## config.mk

```make
export PLATFORM = sky130hd
export DESIGN_NAME = epm_top
export DESIGN_NICKNAME = d
export VERILOG_FILES = /design/src/core/epm_pkg.sv /design/src/core/epm_cfgwr.sv /design/src/core/epm_entry.sv /design/src/core/epm_top.sv
export SDC_FILE = /design/constraint.sdc
export NUM_CORES = 1
export LEC_CHECK = 0
export ABC_AREA = 0
export BUFFER_PORTS_ARGS = -buffer_cell sky130_fd_sc_hd__buf_4
export CAP_MARGIN = 10
export CORE_MARGIN = 2
export CORE_UTILIZATION = 30
export CTS_CLUSTER_DIAMETER = 60
export DETAILED_ROUTE_END_ITERATION = 12
export HOLD_SLACK_MARGIN = 0.03
export SLEW_MARGIN = 20
export SYNTH_ARGS = -nofsm -noshare
export SYNTH_HDL_FRONTEND = slang
export SYNTH_SLANG_ARGS = --single-unit
```

## constraint.sdc

```tcl
create_clock -name clk_sys -period 8.9 [get_ports clk_sys]
set_input_delay 0.445 -clock clk_sys [delete_from_list [all_inputs] [get_ports clk_sys]]
set_output_delay 0.445 -clock clk_sys [all_outputs]
set_load 0.01 [all_outputs]
```

## src/core/epm_pkg.sv

```systemverilog
// Function
// - Security CSR at 0x747, high half 0x757.
// - Bypass bit 2, whitelist bit 1, lockdown bit 0.
// - Whitelist and lockdown sticky; bypass is not sticky.
// - Any locked entry freezes bypass at zero.
// - Whitelist denies unmatched machine accesses.
// - Lockdown: machine fetch only from machine/shared-code.
// - Lockdown: lock bit selects machine or user entry.
// - Lockdown: machine access to user region faults.
// - Unlocked shared data: X grants user write.
// - Locked shared code: X grants machine read.
// - Lockdown: all-ones encoding is shared read-only.
// - Without lockdown, RW=01 stays reserved.
// - Lockdown blocks new executable locked entries while bypass is clear.
// - Reset may preload lockdown and shared code.
// - Modify-privilege loads/stores use the MPP privilege.
package epm_pkg;
	localparam logic [11:0] CSR_SECCFG = 12'h747;
	localparam logic [11:0] CSR_SECCFGH = 12'h757;
	localparam logic [11:0] CSR_CFG_BASE = 12'h3A0;
	localparam logic [11:0] CSR_ADDR_BASE = 12'h3B0;
	localparam int SEC_RLB = 2;
	localparam int SEC_MMWP = 1;
	localparam int SEC_MML = 0;
	localparam int CFG_R = 0;
	localparam int CFG_W = 1;
	localparam int CFG_X = 2;
	localparam int CFG_A_LO = 3;
	localparam int CFG_A_HI = 4;
	localparam int CFG_L = 7;
	localparam logic [1:0] A_OFF = 2'h0;
	localparam logic [1:0] A_TOR = 2'h1;
	localparam logic [1:0] A_NA4 = 2'h2;
	localparam logic [1:0] A_NAPOT = 2'h3;
	localparam logic [1:0] PRIV_M = 2'h3;
	localparam int ADDR_W = 30;
	localparam int CFG_PER_REG = 4;
	typedef enum logic [1:0] {
		EPM_ACC_FETCH,
		EPM_ACC_LOAD,
		EPM_ACC_STORE
	} epm_acc_t;
endpackage : epm_pkg

```

## src/core/epm_cfgwr.sv

```systemverilog
`timescale 1ns/1ps
`default_nettype none
module epm_cfgwr (
	input wire logic [7:0] cfg_old,
	input wire logic [7:0] cfg_above,
	input wire logic [7:0] wbyte,
	input wire logic mml,
	input wire logic rlb,
	output logic cfg_ok,
	output logic addr_ok
);
	logic locked;
	logic new_exec_locked;
	logic above_tor_locked;

	always_comb
	begin
		locked = cfg_old[epm_pkg::CFG_L] & ~rlb;
		// Executable machine-only or shared code; all-ones is read-only data
		new_exec_locked = wbyte[epm_pkg::CFG_L]
			& ((wbyte[epm_pkg::CFG_X] & ~(wbyte[epm_pkg::CFG_R] & wbyte[epm_pkg::CFG_W]))
			| (~wbyte[epm_pkg::CFG_R] & wbyte[epm_pkg::CFG_W]));
		above_tor_locked = cfg_above[epm_pkg::CFG_L] & ~rlb
			& (cfg_above[epm_pkg::CFG_A_HI:epm_pkg::CFG_A_LO] == epm_pkg::A_TOR);
		cfg_ok = ~locked & ~(mml & ~rlb & new_exec_locked);
		addr_ok = ~locked & ~above_tor_locked;
	end
endmodule : epm_cfgwr
`default_nettype wire

```

## src/core/epm_entry.sv

```systemverilog
`timescale 1ns/1ps
`default_nettype none
module epm_entry (
	input wire logic [7:0] cfg,
	input wire logic [epm_pkg::ADDR_W-1:0] addr_prev,
	input wire logic [epm_pkg::ADDR_W-1:0] addr_this,
	input wire logic [epm_pkg::ADDR_W-1:0] req_word,
	input wire logic mml,
	input wire logic eff_m,
	input wire epm_pkg::epm_acc_t acc,
	output logic hit,
	output logic allow
);
	logic [3:0] lrwx;
	logic [2:0] own;
	logic [2:0] m_rwx;
	logic [2:0] s_rwx;
	logic [2:0] sel;
	logic [epm_pkg::ADDR_W-1:0] nmask;

	always_comb
	begin
		nmask = addr_this ^ (addr_this + epm_pkg::ADDR_W'(1));
		case (cfg[epm_pkg::CFG_A_HI:epm_pkg::CFG_A_LO])
			epm_pkg::A_TOR: hit = (req_word >= addr_prev) && (req_word < addr_this);
			epm_pkg::A_NA4: hit = (req_word == addr_this);
			epm_pkg::A_NAPOT: hit = ((req_word ^ addr_this) & ~nmask) == '0;
			default: hit = 1'b0;
		endcase
		lrwx = {cfg[epm_pkg::CFG_L], cfg[epm_pkg::CFG_R], cfg[epm_pkg::CFG_W], cfg[epm_pkg::CFG_X]};
		own = {cfg[epm_pkg::CFG_R], cfg[epm_pkg::CFG_W], cfg[epm_pkg::CFG_X]};
		m_rwx = 3'h0;
		s_rwx = 3'h0;
		if (!mml)
		begin
			if (lrwx[2:1] != 2'h1)
			begin
				s_rwx = own;
				// Unlocked entries do not restrict machine mode
				m_rwx = lrwx[3] ? own : 3'h7;
			end
		end
		else
		begin
			case (lrwx)
				4'h1: s_rwx = 3'h1;
				4'h2:
				begin
					m_rwx = 3'h6;
					s_rwx = 3'h4;
				end
				4'h3:
				begin
					m_rwx = 3'h6;
					s_rwx = 3'h6;
				end
				4'h4, 4'h5, 4'h6, 4'h7: s_rwx = own;
				4'h9: m_rwx = 3'h1;
				4'hA:
				begin
					m_rwx = 3'h1;
					s_rwx = 3'h1;
				end
				4'hB:
				begin
					m_rwx = 3'h5;
					s_rwx = 3'h1;
				end
				4'hC, 4'hD, 4'hE: m_rwx = own;
				4'hF:
				begin
					m_rwx = 3'h4;
					s_rwx = 3'h4;
				end
				default:
				begin
					m_rwx = 3'h0;
					s_rwx = 3'h0;
				end
			endcase
		end
		sel = eff_m ? m_rwx : s_rwx;
		case (acc)
			epm_pkg::EPM_ACC_FETCH: allow = sel[0];
			epm_pkg::EPM_ACC_LOAD: allow = sel[2];
			default: allow = sel[1];
		endcase
	end
endmodule : epm_entry
`default_nettype wire

```

## src/core/epm_top.sv

```systemverilog
// Chosen here: the plain strobed port and the address map.
`timescale 1ns/1ps
`default_nettype none
module epm_top #(
	parameter int N_ENTRIES = 8,
	parameter logic [2:0] RST_SECCFG = 3'h0,
	parameter logic [8*N_ENTRIES-1:0] RST_CFG = '0,
	parameter logic [epm_pkg::ADDR_W*N_ENTRIES-1:0] RST_ADDR = '0
) (
	input wire logic clk_sys,
	input wire logic arst_n,
	input wire logic [11:0] reg_addr,
	input wire logic [31:0] reg_wdata,
	input wire logic reg_wr,
	input wire logic reg_rd,
	output logic [31:0] reg_rdata,
	input wire logic req_valid,
	input wire logic [31:0] req_addr,
	input wire epm_pkg::epm_acc_t req_acc,
	input wire logic [1:0] req_priv,
	input wire logic req_mprv,
	input wire logic [1:0] req_mpp,
	output logic rsp_valid,
	output logic rsp_fault,
	output logic wr_ignored,
	output logic lockdown,
	output logic whitelist
);
	localparam int AW = epm_pkg::ADDR_W;
	localparam int N_CFG_REGS = N_ENTRIES / epm_pkg::CFG_PER_REG;

	if (N_ENTRIES < 4 || N_ENTRIES > 16 || (N_ENTRIES % 4) != 0)
	begin : g_bad_entries
		$error("N_ENTRIES must be 4, 8, 12 or 16");
	end

	logic mml_ff;
	logic mmwp_ff;
	logic rlb_ff;
	logic [7:0] cfg_ff [N_ENTRIES];
	logic [AW-1:0] addr_ff [N_ENTRIES];
	logic [31:0] rdata_ff;
	logic rsp_valid_ff;
	logic rsp_fault_ff;
	logic wr_ignored_ff;

	logic nxt_mml;
	logic nxt_mmwp;
	logic nxt_rlb;
	logic [7:0] nxt_cfg [N_ENTRIES];
	logic [AW-1:0] nxt_addr [N_ENTRIES];
	logic [31:0] nxt_rdata;
	logic nxt_rsp_valid;
	logic nxt_rsp_fault;
	logic nxt_wr_ignored;

	logic [N_ENTRIES-1:0] cfg_ok;
	logic [N_ENTRIES-1:0] addr_ok;
	logic [N_ENTRIES-1:0] hit;
	logic [N_ENTRIES-1:0] allow;
	logic any_lock;
	logic eff_m;
	logic [AW-1:0] req_word;

	assign req_word = req_addr[31:2];

	// Modify-privilege applies to data only; fetches keep the current privilege
	assign eff_m = (req_acc == epm_pkg::EPM_ACC_FETCH || !req_mprv)
		? (req_priv == epm_pkg::PRIV_M)
		: (req_mpp == epm_pkg::PRIV_M);

	genvar gi;
	for (gi = 0; gi < N_ENTRIES; gi++)
	begin : g_entry
		logic [7:0] cfg_above;
		logic [AW-1:0] addr_prev;

		if (gi == N_ENTRIES - 1)
		begin : g_last
			assign cfg_above = 8'h00;
		end
		else
		begin : g_mid
			assign cfg_above = cfg_ff[gi + 1];
		end

		// Entry 0 in TOR mode is bounded below by address zero
		if (gi == 0)
		begin : g_first
			assign addr_prev = '0;
		end
		else
		begin : g_rest
			assign addr_prev = addr_ff[gi - 1];
		end

		epm_cfgwr u_cfgwr (
			.cfg_old(cfg_ff[gi]),
			.cfg_above(cfg_above),
			.wbyte(reg_wdata[8*(gi % epm_pkg::CFG_PER_REG) +: 8]),
			.mml(mml_ff),
			.rlb(rlb_ff),
			.cfg_ok(cfg_ok[gi]),
			.addr_ok(addr_ok[gi])
		);

		epm_entry u_entry (
			.cfg(cfg_ff[gi]),
			.addr_prev(addr_prev),
			.addr_this(addr_ff[gi]),
			.req_word(req_word),
			.mml(mml_ff),
			.eff_m(eff_m),
			.acc(req_acc),
			.hit(hit[gi]),
			.allow(allow[gi])
		);
	end

	// Disabled entries count too: a lock bit alone freezes the bypass
	always_comb
	begin
		any_lock = 1'b0;
		for (int i = 0; i < N_ENTRIES; i++)
		begin
			any_lock = any_lock | cfg_ff[i][epm_pkg::CFG_L];
		end
	end

	// Security configuration and entry writes
	always_comb
	begin
		int base;
		logic ignored;
		base = 0;
		ignored = 1'b0;
		nxt_mml = mml_ff;
		nxt_mmwp = mmwp_ff;
		nxt_rlb = rlb_ff;
		for (int i = 0; i < N_ENTRIES; i++)
		begin
			nxt_cfg[i] = cfg_ff[i];
			nxt_addr[i] = addr_ff[i];
		end
		if (reg_wr)
		begin
			if (reg_addr == epm_pkg::CSR_SECCFG)
			begin
				nxt_mml = mml_ff | reg_wdata[epm_pkg::SEC_MML];
				nxt_mmwp = mmwp_ff | reg_wdata[epm_pkg::SEC_MMWP];
				if (rlb_ff || !any_lock)
				begin
					nxt_rlb = reg_wdata[epm_pkg::SEC_RLB];
				end
				else if (reg_wdata[epm_pkg::SEC_RLB])
				begin
					ignored = 1'b1;
				end
			end
			for (int k = 0; k < N_CFG_REGS; k++)
			begin
				if (reg_addr == epm_pkg::CSR_CFG_BASE + 12'(k))
				begin
					for (int j = 0; j < epm_pkg::CFG_PER_REG; j++)
					begin
						base = k * epm_pkg::CFG_PER_REG + j;
						if (cfg_ok[base])
						begin
							nxt_cfg[base] = reg_wdata[8*j +: 8];
						end
						else if (cfg_ff[base] != reg_wdata[8*j +: 8])
						begin
							ignored = 1'b1;
						end
					end
				end
			end
			for (int i = 0; i < N_ENTRIES; i++)
			begin
				if (reg_addr == epm_pkg::CSR_ADDR_BASE + 12'(i))
				begin
					if (addr_ok[i])
					begin
						nxt_addr[i] = reg_wdata[AW-1:0];
					end
					else
					begin
						ignored = 1'b1;
					end
				end
			end
		end
		nxt_wr_ignored = ignored;
	end

	// Read port; high half and unmapped addresses read zero
	always_comb
	begin
		nxt_rdata = 32'h0000_0000;
		if (reg_rd)
		begin
			if (reg_addr == epm_pkg::CSR_SECCFG)
			begin
				nxt_rdata[epm_pkg::SEC_RLB] = rlb_ff;
				nxt_rdata[epm_pkg::SEC_MMWP] = mmwp_ff;
				nxt_rdata[epm_pkg::SEC_MML] = mml_ff;
			end
			for (int k = 0; k < N_CFG_REGS; k++)
			begin
				if (reg_addr == epm_pkg::CSR_CFG_BASE + 12'(k))
				begin
					for (int j = 0; j < epm_pkg::CFG_PER_REG; j++)
					begin
						nxt_rdata[8*j +: 8] = cfg_ff[k * epm_pkg::CFG_PER_REG + j];
					end
				end
			end
			for (int i = 0; i < N_ENTRIES; i++)
			begin
				if (reg_addr == epm_pkg::CSR_ADDR_BASE + 12'(i))
				begin
					nxt_rdata[AW-1:0] = addr_ff[i];
				end
			end
		end
	end

	// Access check: lowest-numbered matching entry decides
	always_comb
	begin
		logic found;
		logic ok;
		found = 1'b0;
		ok = 1'b0;
		for (int i = 0; i < N_ENTRIES; i++)
		begin
			if (!found && hit[i])
			begin
				found = 1'b1;
				ok = allow[i];
			end
		end
		if (!found)
		begin
			// Unmatched machine access is allowed only without whitelist
			ok = eff_m && !mmwp_ff;
			if (mml_ff && req_acc == epm_pkg::EPM_ACC_FETCH)
			begin
				ok = 1'b0;
			end
		end
		nxt_rsp_valid = req_valid;
		nxt_rsp_fault = req_valid && !ok;
	end

	// Reset preload may already hold lockdown and shared code entries
	always_ff @(posedge clk_sys or negedge arst_n)
	begin
		if (!arst_n)
		begin
			mml_ff <= RST_SECCFG[epm_pkg::SEC_MML];
			mmwp_ff <= RST_SECCFG[epm_pkg::SEC_MMWP];
			rlb_ff <= RST_SECCFG[epm_pkg::SEC_RLB];
			for (int i = 0; i < N_ENTRIES; i++)
			begin
				cfg_ff[i] <= RST_CFG[8*i +: 8];
				addr_ff[i] <= RST_ADDR[AW*i +: AW];
			end
			rdata_ff <= 32'h0000_0000;
			rsp_valid_ff <= 1'b0;
			rsp_fault_ff <= 1'b0;
			wr_ignored_ff <= 1'b0;
		end
		else
		begin
			mml_ff <= nxt_mml;
			mmwp_ff <= nxt_mmwp;
			rlb_ff <= nxt_rlb;
			for (int i = 0; i < N_ENTRIES; i++)
			begin
				cfg_ff[i] <= nxt_cfg[i];
				addr_ff[i] <= nxt_addr[i];
			end
			rdata_ff <= nxt_rdata;
			rsp_valid_ff <= nxt_rsp_valid;
			rsp_fault_ff <= nxt_rsp_fault;
			wr_ignored_ff <= nxt_wr_ignored;
		end
	end

	assign reg_rdata = rdata_ff;
	assign rsp_valid = rsp_valid_ff;
	assign rsp_fault = rsp_fault_ff;
	assign wr_ignored = wr_ignored_ff;
	assign lockdown = mml_ff;
	assign whitelist = mmwp_ff;
endmodule : epm_top
`default_nettype wire

```

==> qor.yml <==
worstSetupPathType: "flop to flop"
finalCritPeriodShare_pct: 47.3
synth_area_leader_cell: "dfrtp_1"
gp_congestion: 1.04
cp_data_arrival_time_ns: 4.67
grt_pass1_wl_mm: 167
ys_seq_elements: 342
antenna_found_initial: 4
areaGrowthSynthToFinish_pct: 13.3
worst_path_most_repeated_cell: "o2111ai_1"
placed_area_mm2: 0.0288
yosysWarnings: 0
grt_usage_pct: 25.1
drive_gt1_share_pct: 17.9
wl_per_cell_um: 27.7
regArea_mm2: 0.00856
h-tree-depth: 2
via_per_inst: 5.99
fp.coreArea_mm2: 0.0882
status: "completed"
path_cells: "inv_1 -> ha_1 -> a21oi_1 -> nor4_1 -> o2111ai_1 -> a2111oi_0 -> o2111ai_1 -> nor4_1 -> or3_1 -> o2111ai_1 -> and4b_1 -> a31o_1"
setup_tns_ns: 0
ys.flop_type: "dfrtp_1"
rows: 109
syn-cell-area_mm2: 0.0266
synth-edff-count: 0
drc: 0
leakagePower_nw: 12.9
critPathSlowestCell: "nor4_1"
hold_viol: 0
clkTransAtPathRegs_ns: 0.06
cp_num_buf_inv: 1
die_height_um: 302
drt_iter0_markers: 2577
cts_made_buffers: 44
clock_skew_ns: 0.0146
cp_top_family: "simple AND/OR/NAND/NOR gates"
firstDrtPassIters: 8
post-place-cells: 4118
ant_nets: 0
cts_tree: "done"
start_util_pct: 30.2
final_area_mm2: 0.0302
synth_top_area_share_pct: 32.1
yosysUniqueCellTypes: 95
finalWirelength_mm: 116
cpPeakStageDelay_ns: 0.99
maxCapViolCount: 0
grt-ovfl-total: 0
p_total_mw: 3.80
hp-class: "input port to flop"
die_w_um: 302
num-nets-final: 3337
timing.hold.ws_ns: 0.131
dpl.hpwl_mm: 89.6
io_buffer_count: 122
cellPowerDensity_mw_per_mm2: 126
critPathLaunchType: "flop"
fmax_mhz: 238
synth.area.top_cells: "dfrtp_1 32%, ha_1 12%, mux2_2 11%, a21oi_1 4.5%, inv_1 3.8%"
crit_required_ns: 9.36
finalSetupViolations: 0
clockRootBuffer: "clkbuf_16"
drv_slew: 0
cts.sinks: 342
period_minus_slack_ns: 4.21
synth_nets: 3284
multi_input_area_mm2: 0.0165
tightest_slew_ns: 1.22
dr_total_vias: 25100
worstPathMaxFanout: 5
clk_latency_ns: 0.59
rsz0062_at_grt: "no"
relSlewSlack_pct: 17.9
end_kind: "flop"
ioPinCount: 125
final_cells: 4198
seq_area_frac_synth_pct: 32.1
synth.avg_cell_area_um2: 9.03
syn_inst: 2948
grt_max_degree: 166
ir_drop_uv: 119
cts_buffer_depth: 3
async_flop_share_pct: 100
fillers: 9090
grt_pass1_vias: 24100
die-area_mm2: 0.0912
final cells by class:
type	count	area share [%]
clock buffers	59	4.14
inverters	275	3.42
repair buffers	165	4.19
well taps	1165	4.83
clock inverters	18	0.411
multi-input cells	2173	54.6
flip-flops and latches	342	28.4
diodes	1	0.00829
registers in the layout, summed over array words and instances (netlist names):
name and cells:
rsp_valid 1, g_entry.addr_prev 210, g_entry.cfg_above 56, rlb_ff 1, rsp_fault 1, whitelist 1
lockdown 1, addr_ff 30, wr_ignored 1, reg_rdata 32, cfg_ff 8
worst paths after layout:
kind / slack (ns) / endpoint / from / cells past startpoint
max: 4.69 / rsp_fault$_DFF_PN0_ / g_entry[3].addr_prev[27]$_DFFE_PN0P_ / 12
min: 0.13 / g_entry[6].cfg_above[6]$_DFFE_PN0P_ / reg_wdata[30] / 2
max reg2reg: 4.69 / rsp_fault$_DFF_PN0_ / g_entry[3].addr_prev[27]$_DFFE_PN0P_ / 12
min reg2reg: 0.51 / g_entry[5].addr_prev[29]$_DFFE_PN0P_ / g_entry[5].addr_prev[29]$_DFFE_PN0P_ / 1
max in group asynchronous: 6.33 / g_entry[5].addr_prev[9]$_DFFE_PN0P_ / arst_n / 4
min in group asynchronous: 0.39 / g_entry[1].cfg_above[7]$_DFFE_PN0P_ / arst_n / 2
through the flow:
step,setup slack [ns],utilization [%]
6_report,4.69,34.2
5_1_grt,4.70,34.2
2_1_floorplan,6.06,-
3_5_place_dp,4.53,32.6
3_3_place_gp,4.45,32.6
4_1_cts,4.80,34.2
cell usage in the layout (no fill, tap or decap), drive strengths merged, types with 13 or more instances in the layout:
cell type | netlist | routed
a21o | 23 | 23
nand2 | 174 | 174
xor2 | 69 | 69
mux2 | 295 | 295
and3 | 29 | 29
nor4 | 72 | 72
nand2b | 20 | 20
nand4 | 78 | 78
a21oi | 241 | 241
nor3 | 62 | 62
a211oi | 23 | 23
or3 | 13 | 13
o221ai | 32 | 32
nand3 | 84 | 84
clkbuf | 130 | 59
o211ai | 23 | 23
buf | 28 | 163
a22oi | 38 | 38
or4 | 13 | 13
o31ai | 17 | 17
and4 | 18 | 18
o2111ai | 19 | 19
ha | 248 | 248
and2 | 14 | 14
a41oi | 20 | 20
dfrtp | 342 | 342
a222oi | 32 | 32
o21ai | 161 | 161
a31oi | 74 | 74
inv | 275 | 277
nor2b | 15 | 15
nand3b | 13 | 13
nor2 | 113 | 113
clkinv | 0 | 13
mux2i | 17 | 17
Yosys cell counts, types with 7 or more instances:
library cell / instances
dfrtp_1: 342
inv_1: 273
mux2_2: 270
ha_1: 248
a21oi_1: 241
nand2_1: 174
o21ai_0: 155
clkbuf_1: 129
nor2_1: 113
nand3_1: 82
nand4_1: 77
a31oi_1: 73
xor2_1: 69
nor4_1: 64
nor3_1: 59
a22oi_1: 38
a222oi_1: 32
o221ai_1: 32
and3_1: 28
buf_1: 26
mux2_1: 25
a211oi_1: 23
o211ai_1: 23
a21o_1: 22
a41oi_1: 20
nand2b_1: 20
o2111ai_1: 19
and4_1: 18
mux2i_1: 17
o31ai_1: 17
nor2b_1: 15
nand3b_1: 13
or3_1: 12
or4_1: 12
a221oi_1: 11
o22ai_1: 11
and2_1: 10
a2111oi_0: 9
a32oi_1: 8
a22o_1: 7
layer usage:
metal,global-route usage (%),vias to the layer above,wire length [um]
met4,8.17,6,3940
met3,3.94,176,9420
met2,39.6,1113,52200
met1,34.9,12600,50800
met5,0,-,39
li1,-,11200,-
report_power, final:
part / switching [mW] / internal [mW]
sequential: 0.0107 / 1.56
clock: 0.764 / 0.987
combinational: 0.326 / 0.156
logic make-up (layout without fill, tap and decap cells):
| group | count (synthesis) | count (layout) | share of synthesized area [%] |
|---|---|---|---|
| and+or+nand+nor | 736 | 736 | 14.9 |
| xor gates and xnor gates | 72 | 72 | 2.37 |
| AOI/OAI and AO/OA | 805 | 805 | 19.7 |
| other | 0 | 1 | 0 |
| muxes | 312 | 312 | 13.1 |
| adders and majority gates | 248 | 248 | 11.7 |
| DFF | 342 | 342 | 32.1 |
| buffers and inverters | 433 | 517 | 6.16 |
repair_timing:
action / in CTS / in global routing
setup buffers: 0 / 0
hold buffers: 2 / 0
endpoints found under the hold margin: 66 / 0
gates resized for setup: 0 / 0
Power figures use the tool's default switching activity.
